$ cat src/eam_pkg.sv
// package for the energy accumulation mode select block: register map, fields, reset values
// assumes an apb slave with 32-bit data and word-aligned registers
package eam_pkg;
   localparam int SAMPLE_W = 24;
   localparam logic [11:0] CONFIG_ADDR = 12'h000;
   localparam logic [11:0] STATUS_ADDR = 12'h004;
   localparam logic [11:0] MASK_ADDR = 12'h008;
   localparam logic [11:0] PHASE_B_VOLTAGE_RMS_ADDR = 12'h00C;
   localparam logic [7:0] CONFIG_RESET = 8'h00;
   localparam int VAR_MODE_LSB = 2;
   localparam int CONSEL_LSB = 4;
   localparam int REVAP_SEL_BIT = 6;
   localparam int REVRP_SEL_BIT = 7;
   localparam int REVAP_LSB = 6;
   localparam int REVRP_LSB = 10;
   localparam logic [15:0] STATUS_RESET = 16'h0000;
   localparam logic [15:0] MASK_RESET = 16'h0000;
   typedef enum logic [1:0] {
      EAM_VAR_SIGNED = 2'h0,
      EAM_VAR_RSVD = 2'h1,
      EAM_VAR_SIGN_GOVERNED = 2'h2,
      EAM_VAR_ABSOLUTE = 2'h3
   } eam_var_mode_e;
   typedef enum logic [1:0] {
      EAM_WYE_3V = 2'h0,
      EAM_DELTA_3W = 2'h1,
      EAM_WYE_2V = 2'h2,
      EAM_DELTA_4W = 2'h3
   } eam_consel_e;
endpackage

$ cat src/eam_phase_if.sv
// bundle of per-phase samples passed from the top to the phase-b derivation unit
// assumes one clock domain; samples are signed two's complement
`timescale 1ns/1ps
`default_nettype none
interface eam_phase_if;
   import eam_pkg::*;
   logic signed [SAMPLE_W-1:0] va;
   logic signed [SAMPLE_W-1:0] vb;
   logic signed [SAMPLE_W-1:0] vc;
   logic signed [SAMPLE_W-1:0] vb_eff;
   logic [1:0] consel;
   modport src (output va, vb, vc, consel, input vb_eff);
   modport dst (input va, vb, vc, consel, output vb_eff);
endinterface
`default_nettype wire

$ cat src/eam_top.sv
// accumulation mode select: reactive pulse mode, connection select, reverse power flags
// assumes samples arrive with a one-cycle valid strobe from the dsp on pclk; apb master
`timescale 1ns/1ps
`default_nettype none
// What this block does
// - reactive mode 00: reactive powers feed pulse outputs signed
// - reactive mode 10: pulse reactive sign follows matching active power sign
// - in mode 10, positive active adds reactive as is, negative negates it
// - reactive mode 11: pulse outputs take absolute reactive power
// - reactive energy registers always accumulate signed, mode affects pulses only
// - connection select at config bits 5:4, reset 00, picks energy inputs
// - 00 wye three sensors, 01 delta 3-wire, 10 wye two sensors, 11 delta 4-wire
// - reactive energy uses voltage times quarter-period shifted current
// - in 3-wire delta, phase b rms result holds line a-c rms
// - reverse active flags bits 6..8 from total active power when select clear
// - reverse active flags from fundamental active power when select set
// - reverse reactive flags bits 10..12 from total reactive when select clear
// - reverse reactive flags from fundamental reactive power when select set
// - reverse active select at bit 6, reverse reactive select bit 7, both reset 0
module eam_top
   import eam_pkg::*;
(
   input wire logic pclk,
   input wire logic presetn,
   input wire logic psel,
   input wire logic penable,
   input wire logic pwrite,
   input wire logic [11:0] paddr,
   input wire logic [31:0] pwdata,
   output logic [31:0] prdata,
   output logic pready,
   output logic pslverr,
   input wire logic sample_valid,
   input wire logic signed [SAMPLE_W-1:0] va,
   input wire logic signed [SAMPLE_W-1:0] vb,
   input wire logic signed [SAMPLE_W-1:0] vc,
   input wire logic signed [3*SAMPLE_W-1:0] total_active,
   input wire logic signed [3*SAMPLE_W-1:0] fund_active,
   input wire logic signed [3*SAMPLE_W-1:0] total_reactive,
   input wire logic signed [3*SAMPLE_W-1:0] fund_reactive,
   input wire logic [SAMPLE_W-1:0] line_ac_rms,
   output logic signed [6*SAMPLE_W-1:0] reactive_energy_term,
   output logic signed [6*SAMPLE_W-1:0] reactive_pulse_term,
   output logic signed [SAMPLE_W-1:0] phase_b_voltage,
   output logic [SAMPLE_W-1:0] phase_b_voltage_rms,
   output logic [1:0] connection_select,
   output logic irq
);
   logic [7:0] accumulation_mode_config;
   logic [15:0] event_status_low;
   logic [15:0] event_mask;
   logic [5:0] rev_now;
   logic [15:0] rev_set;
   logic apb_wr;
   logic apb_rd;
   eam_phase_if ph ();

   function automatic logic signed [SAMPLE_W-1:0] eam_neg_sat(input logic signed [SAMPLE_W-1:0] x);
      eam_neg_sat = (x == {1'b1, {(SAMPLE_W-1){1'b0}}}) ? {1'b0, {(SAMPLE_W-1){1'b1}}} : -x;
   endfunction

   // map one reactive power to its pulse contribution under the chosen mode
   function automatic logic signed [SAMPLE_W-1:0] eam_pulse(input logic [1:0] mode,
         input logic signed [SAMPLE_W-1:0] q, input logic signed [SAMPLE_W-1:0] p);
      unique case (eam_var_mode_e'(mode))
         EAM_VAR_SIGN_GOVERNED: eam_pulse = p[SAMPLE_W-1] ? eam_neg_sat(q) : q;
         EAM_VAR_ABSOLUTE: eam_pulse = q[SAMPLE_W-1] ? eam_neg_sat(q) : q;
         EAM_VAR_SIGNED, EAM_VAR_RSVD: eam_pulse = q;
      endcase
   endfunction

   assign apb_wr = psel && penable && pwrite;
   assign apb_rd = psel && penable && !pwrite;
   assign ph.va = va;
   assign ph.vb = vb;
   assign ph.vc = vc;
   assign ph.consel = accumulation_mode_config[CONSEL_LSB +: 2];

   eam_vb_derive u_vb (
      .pclk(pclk),
      .presetn(presetn),
      .ph(ph)
   );

   always_ff @(posedge pclk or negedge presetn) begin
      if (!presetn) begin
         accumulation_mode_config <= CONFIG_RESET;
         event_mask <= MASK_RESET;
      end else if (apb_wr && paddr == CONFIG_ADDR) begin
         accumulation_mode_config <= pwdata[7:0];
      end else if (apb_wr && paddr == MASK_ADDR) begin
         event_mask <= pwdata[15:0];
      end
   end

   // reverse power detection, source picked per select bit
   always_comb begin
      for (int i = 0; i < 3; i++) begin
         rev_now[i] = accumulation_mode_config[REVAP_SEL_BIT] ?
            fund_active[i*SAMPLE_W + SAMPLE_W-1] : total_active[i*SAMPLE_W + SAMPLE_W-1];
         rev_now[3+i] = accumulation_mode_config[REVRP_SEL_BIT] ?
            fund_reactive[i*SAMPLE_W + SAMPLE_W-1] : total_reactive[i*SAMPLE_W + SAMPLE_W-1];
      end
      rev_set = '0;
      if (sample_valid) begin
         rev_set[REVAP_LSB +: 3] = rev_now[2:0];
         rev_set[REVRP_LSB +: 3] = rev_now[5:3];
      end
   end

   // read clears only the bits it returned, so a flag set during the setup cycle is not lost
   always_ff @(posedge pclk or negedge presetn) begin
      if (!presetn) begin
         event_status_low <= STATUS_RESET;
      end else if (apb_rd && paddr == STATUS_ADDR) begin
         event_status_low <= (event_status_low & ~prdata[15:0]) | rev_set;
      end else begin
         event_status_low <= event_status_low | rev_set;
      end
   end

   always_ff @(posedge pclk or negedge presetn) begin
      if (!presetn) begin
         irq <= 1'b0;
      end else begin
         irq <= |((event_status_low | rev_set) & event_mask);
      end
   end

   // zero-wait apb: pready high in every access phase
   always_ff @(posedge pclk or negedge presetn) begin
      if (!presetn) begin
         prdata <= '0;
         pready <= 1'b0;
         pslverr <= 1'b0;
      end else begin
         pready <= psel && !penable;
         pslverr <= 1'b0;
         prdata <= '0;
         if (psel && !penable) begin
            unique case (paddr)
               CONFIG_ADDR: prdata <= {24'h000000, accumulation_mode_config};
               STATUS_ADDR: prdata <= {16'h0000, event_status_low};
               MASK_ADDR: prdata <= {16'h0000, event_mask};
               PHASE_B_VOLTAGE_RMS_ADDR: prdata <= 32'(phase_b_voltage_rms);
               default: pslverr <= 1'b1;
            endcase
         end
      end
   end

   // energy terms: registers always see signed reactive, pulses see the mode mapping
   always_ff @(posedge pclk or negedge presetn) begin
      if (!presetn) begin
         reactive_energy_term <= '0;
         reactive_pulse_term <= '0;
      end else if (sample_valid) begin
         for (int i = 0; i < 3; i++) begin
            // reactive inputs are already v times the quarter-period shifted current
            reactive_energy_term[i*SAMPLE_W +: SAMPLE_W] <= total_reactive[i*SAMPLE_W +: SAMPLE_W];
            reactive_energy_term[(3+i)*SAMPLE_W +: SAMPLE_W] <= fund_reactive[i*SAMPLE_W +: SAMPLE_W];
            reactive_pulse_term[i*SAMPLE_W +: SAMPLE_W] <=
               eam_pulse(accumulation_mode_config[VAR_MODE_LSB +: 2],
                  total_reactive[i*SAMPLE_W +: SAMPLE_W], total_active[i*SAMPLE_W +: SAMPLE_W]);
            reactive_pulse_term[(3+i)*SAMPLE_W +: SAMPLE_W] <=
               eam_pulse(accumulation_mode_config[VAR_MODE_LSB +: 2],
                  fund_reactive[i*SAMPLE_W +: SAMPLE_W], fund_active[i*SAMPLE_W +: SAMPLE_W]);
         end
      end
   end

   always_ff @(posedge pclk or negedge presetn) begin
      if (!presetn) begin
         phase_b_voltage <= '0;
         phase_b_voltage_rms <= '0;
         connection_select <= 2'h0;
      end else begin
         phase_b_voltage <= ph.vb_eff;
         connection_select <= accumulation_mode_config[CONSEL_LSB +: 2];
         if (accumulation_mode_config[CONSEL_LSB +: 2] == EAM_DELTA_3W) begin
            phase_b_voltage_rms <= line_ac_rms;
         end else begin
            phase_b_voltage_rms <= '0;
         end
      end
   end
endmodule
`default_nettype wire

$ cat src/eam_vb_derive.sv
// derives the phase b voltage used by the energy terms from the connection select
// assumes consel is registered by the instantiating module; va, vb and vc arrive straight from its ports
`timescale 1ns/1ps
`default_nettype none
module eam_vb_derive
   import eam_pkg::*;
(
   input wire logic pclk,
   input wire logic presetn,
   eam_phase_if.dst ph
);
   logic signed [SAMPLE_W:0] next_vb;

   always_comb begin
      unique case (eam_consel_e'(ph.consel))
         EAM_DELTA_3W: next_vb = (SAMPLE_W+1)'(ph.va) - (SAMPLE_W+1)'(ph.vc);
         EAM_WYE_2V: next_vb = -(SAMPLE_W+1)'(ph.va) - (SAMPLE_W+1)'(ph.vc);
         EAM_DELTA_4W: next_vb = -(SAMPLE_W+1)'(ph.va);
         EAM_WYE_3V: next_vb = (SAMPLE_W+1)'(ph.vb);
      endcase
   end

   // saturate to sample width: -va-vc can exceed full scale
   always_ff @(posedge pclk or negedge presetn) begin
      if (!presetn) begin
         ph.vb_eff <= '0;
      end else if (next_vb > (SAMPLE_W+1)'(2**(SAMPLE_W-1)-1)) begin
         ph.vb_eff <= {1'b0, {(SAMPLE_W-1){1'b1}}};
      end else if (next_vb < -(SAMPLE_W+1)'(2**(SAMPLE_W-1))) begin
         ph.vb_eff <= {1'b1, {(SAMPLE_W-1){1'b0}}};
      end else begin
         ph.vb_eff <= next_vb[SAMPLE_W-1:0];
      end
   end
endmodule
`default_nettype wire

$ cat config.mk
export PLATFORM = sky130hd
export DESIGN_NAME = eam_top
export DESIGN_NICKNAME = d
export VERILOG_FILES = /design/src/eam_pkg.sv /design/src/eam_phase_if.sv /design/src/eam_top.sv /design/src/eam_vb_derive.sv
export SDC_FILE = /design/constraint.sdc
export NUM_CORES = 1
export LEC_CHECK = 0
export CAP_MARGIN = 25
export CORE_AREA = 5 5 310 312
export CTS_BUF_LIST = sky130_fd_sc_hd__clkbuf_8
export DETAILED_ROUTE_END_ITERATION = 10
export DIE_AREA = 0 0 315 317
export DONT_BUFFER_PORTS = 1
export SKIP_CTS_REPAIR_TIMING = 1
export SLEW_MARGIN = 25
export SYNTH_ARGS = -nofsm -noshare
export SYNTH_HDL_FRONTEND = slang
export SYNTH_SLANG_ARGS = --single-unit
$ cat constraint.sdc
create_clock -name pclk -period 6.85 [get_ports pclk]
set_input_delay 1.37 -clock pclk [delete_from_list [all_inputs] [get_ports pclk]]
set_output_delay 1.37 -clock pclk [all_outputs]
set_load 0.01 [all_outputs]
==> flow_summary.yaml <==
synth:
  synth_edf_count: 0
  async_reset_ff_frac: 1.000
  syn_avg_cell_area_um2: 9.100
  synth-seq-cells: 429
  syn_inst: 2748
  yosysWarningCount: 0
  synth_cell_type_count: 92
  synth.cell_area_mm2: 0.02501
  synth_flop_cell: "dfrtp_1"
  ys_seq_area_frac: 0.4293
global_routing:
  grt_antenna_before_repair: 7
  grt_util_met1: 0.2343
  busiest_layer: "met2"
  grt.total_usage: 0.1898
  grt_pass1_wl_um: 143000
  met2_usage: 0.3009
  use_met3: 0.08139
  overflow: 0
  grt_pass1_vias: 20740
  grt_max_degree: 433
drt:
  avgRoutedWirePerCell_um: 25.03
  drc: 0
  vias: 21755
  vias_per_cell: 5.456
  dr.pass1.iters: 6
  drt_iter0_drc: 1981
  drtAntennaViolNets: 0
  routed_wl_um: 99800
floorplan:
  die-area_mm2: 0.09986
  die_w_um: 315
  pin_count: 807
  start_util: 0.2696
  core-area_mm2: 0.09277
  rows: 112
  die_h_um: 317
critical_path:
  timing.rr.end: "u_vb.ph.vb_eff[9]$_DFF_PN0_"
  cp_top_family: "simple AND/OR/NAND/NOR gates"
  cp_num_cells: 15
  startpoint: "va[2]"
  arrival_ns: 5.98
  cp-endpoint: "u_vb.ph.vb_eff[9]$_DFF_PN0_"
  slowest_stage: "or3_1"
  rrSetupSlack_ns: 2.50
  cp_cell_sequence: "or3_1, or3_1, or2_2, nor4_1, nand2b_1, xnor2_1, ha_1, a21oi_1, o21ai_0, a221o_1, a221oi_1, a211oi_1, o31ai_4, nand3_2, a21oi_1"
  critPathCaptureType: "register"
  crit_buf_inv: 0
  start_kind: "input pin"
  slowest_delay_ns: 0.47
  r2r_start: "accumulation_mode_config[4]$_DFFE_PN0P_"
  critPathKind: "in -> reg"
  rr_worst_depth: 14
  cp_max_fo: 14
  cp.required_ns: 7.48
timing:
  slew_headroom: 0.3143
  slew_viol_final: 0
  tightestPinTransition_ns: 1.024
  period_needed_ns: 5.345
  rsz0062_at_grt: "no"
  setup_tns_ns: 0
  whs_ns: 0.3270
  hold_violations: 0
  finClkSkew_ns: 0.01902
  finalSetupViolations: 0
  min_period_over_period: 0.7802
  fmax_ghz: 0.1871
finish:
  area_growth_pct: 11.19
  nets: 3136
  nFillCells: 9762
  drive_gt1_frac: 0.1450
  layout.area.seq_mm2: 0.01074
  multi_input_area_mm2: 0.01311
  final_area_mm2: 0.02781
cts:
  cts_root_buf: "clkbuf_8"
  clock_path_buffers: 3
  clk_latency_ns: 0.71
  cts_sinks: 429
  cts_tree: "done"
  cts_buffers: 83
  clkTransAtPathRegs_ns: 0.06
  htree_levels: 3
power_and_ir_drop:
  powerDensity_mw_per_mm2: 229.8
  peakVddDrop_v: 0.0001718
  leakage_nw: 11.14
run:
  cap_violations: 0
placement:
  port_buffers: 0
  gp_congestion: 0.9016
  place_area_mm2: 0.02600
  dp_hpwl_um: 72580
min_path:
  min_path_type: "reg -> reg"
outcome:
  status: "completed"
state kept, by name, indices dropped and copies added, names as in the netlist, 8 cells and up:
register / cells
reactive_energy_term: 144
reactive_pulse_term: 144
phase_b_voltage: 24
phase_b_voltage_rms: 24
prdata: 24
u_vb.ph.vb_eff: 24
event_mask: 16
event_status_low: 16
accumulation_mode_config: 8
where the power goes:
group	switching (W)	internal (W)	leakage (nW)
clock network	0.00122	0.00155	0.996
registers	0.000282	0.00274	5.12
logic	0.000304	0.000298	5.02
total	0.00180	0.00459	11.1
per-layer routing:
metal | up-vias | routed length [µm]
met5 | - | 28
met1 | 10657 | 39430
met3 | 159 | 12350
met2 | 1065 | 45310
met4 | 4 | 2675
li1 | 9870 | -
cells by family (layout without fill, tap and decap cells):
family,Yosys count,after routing,synth area share
compound gates,864,864,0.2144
xor+xnor,62,62,0.02172
fa+ha+maj,38,38,0.01911
buf+inv,307,277,0.04843
flops,429,429,0.4293
mux,207,207,0.09607
other cells,1,16,0.0001500
simple gates,840,840,0.1708
synth_stat cells, drive strengths merged, types with 19 or more instances:
cell / n / area, µm²
ha: 35 / 437.9
o22ai: 20 / 125.1
a31oi: 76 / 475.5
nand3: 61 / 315.3
nor3: 56 / 285.3
inv: 106 / 397.9
clkbuf: 175 / 656.9
xor2: 19 / 166.4
dfrtp: 429 / 10740
a311oi: 39 / 341.6
buf: 25 / 152.6
a21oi: 317 / 1598
and3: 19 / 120.1
o21ai: 186 / 930.9
nor2b: 22 / 137.6
nor4: 22 / 171.4
nand2b: 53 / 331.6
mux2: 184 / 2072
nand2: 207 / 782.0
or3: 38 / 237.7
and2: 55 / 346.6
o211ai: 42 / 315.3
nor2: 215 / 809.5
xnor2: 43 / 376.6
worst min path at each step:
stage	start	end	slack, ns	cells past startpoint
finish	u_vb.ph.vb_eff[10]$_DFF_PN0_	phase_b_voltage[10]$_DFF_PN0_	0.33	0
global route	presetn	reactive_energy_term[25]$_DFFE_PN0P_	0.28	0
CTS	presetn	reactive_pulse_term[40]$_DFFE_PN0P_	0.25	0
detailed placement	u_vb.ph.vb_eff[16]$_DFF_PN0_	phase_b_voltage[16]$_DFF_PN0_	0.33	0
global placement	u_vb.ph.vb_eff[7]$_DFF_PN0_	phase_b_voltage[7]$_DFF_PN0_	0.33	0
floorplan	u_vb.ph.vb_eff[0]$_DFF_PN0_	phase_b_voltage[0]$_DFF_PN0_	0.33	0
stage by stage:
step / instances / power [W] / setup slack, ns / util
CTS: 3978 / 0.006521 / 1.628 / 0.2993
detailed placement: 3834 / 0.003667 / 0.8282 / 0.2803
floorplan: 2755 / 0.003519 / 1.544 / -
global placement: 3834 / 0.003655 / 0.8395 / 0.2803
global route: 3980 / 0.006704 / 1.291 / 0.2995
finish: 3987 / 0.006389 / 1.505 / 0.2997
layout make-up:
type,count,share of cell area
Antenna cell,8,0.0007200
Clock buffer,96,0.04752
Clock inverter,48,0.01602
Inverter,107,0.01444
Multi-Input combinational cell,2019,0.4714
Sequential cell,429,0.3864
Tap cell,1254,0.05643
Timing Repair Buffer,26,0.007155
placed cells by master (no fill, tap or decap), types with 19 or more instances in the layout:
| cell type | instances |
|---|---|
| dfrtp_1 | 427 |
| a21oi_1 | 314 |
| nor2_1 | 213 |
| nand2_1 | 204 |
| mux2_2 | 183 |
| o21ai_0 | 181 |
| inv_1 | 130 |
| clkbuf_8 | 96 |
| a31oi_1 | 76 |
| nand3_1 | 59 |
| nor3_1 | 55 |
| nand2b_1 | 53 |
| and2_1 | 53 |
| xnor2_1 | 43 |
| o211ai_1 | 42 |
| a311oi_1 | 39 |
| or3_1 | 38 |
| ha_1 | 35 |
| buf_4 | 25 |
| nor2b_1 | 22 |
| o22ai_1 | 20 |
| xor2_1 | 19 |
Power figures use the tool's default switching activity.
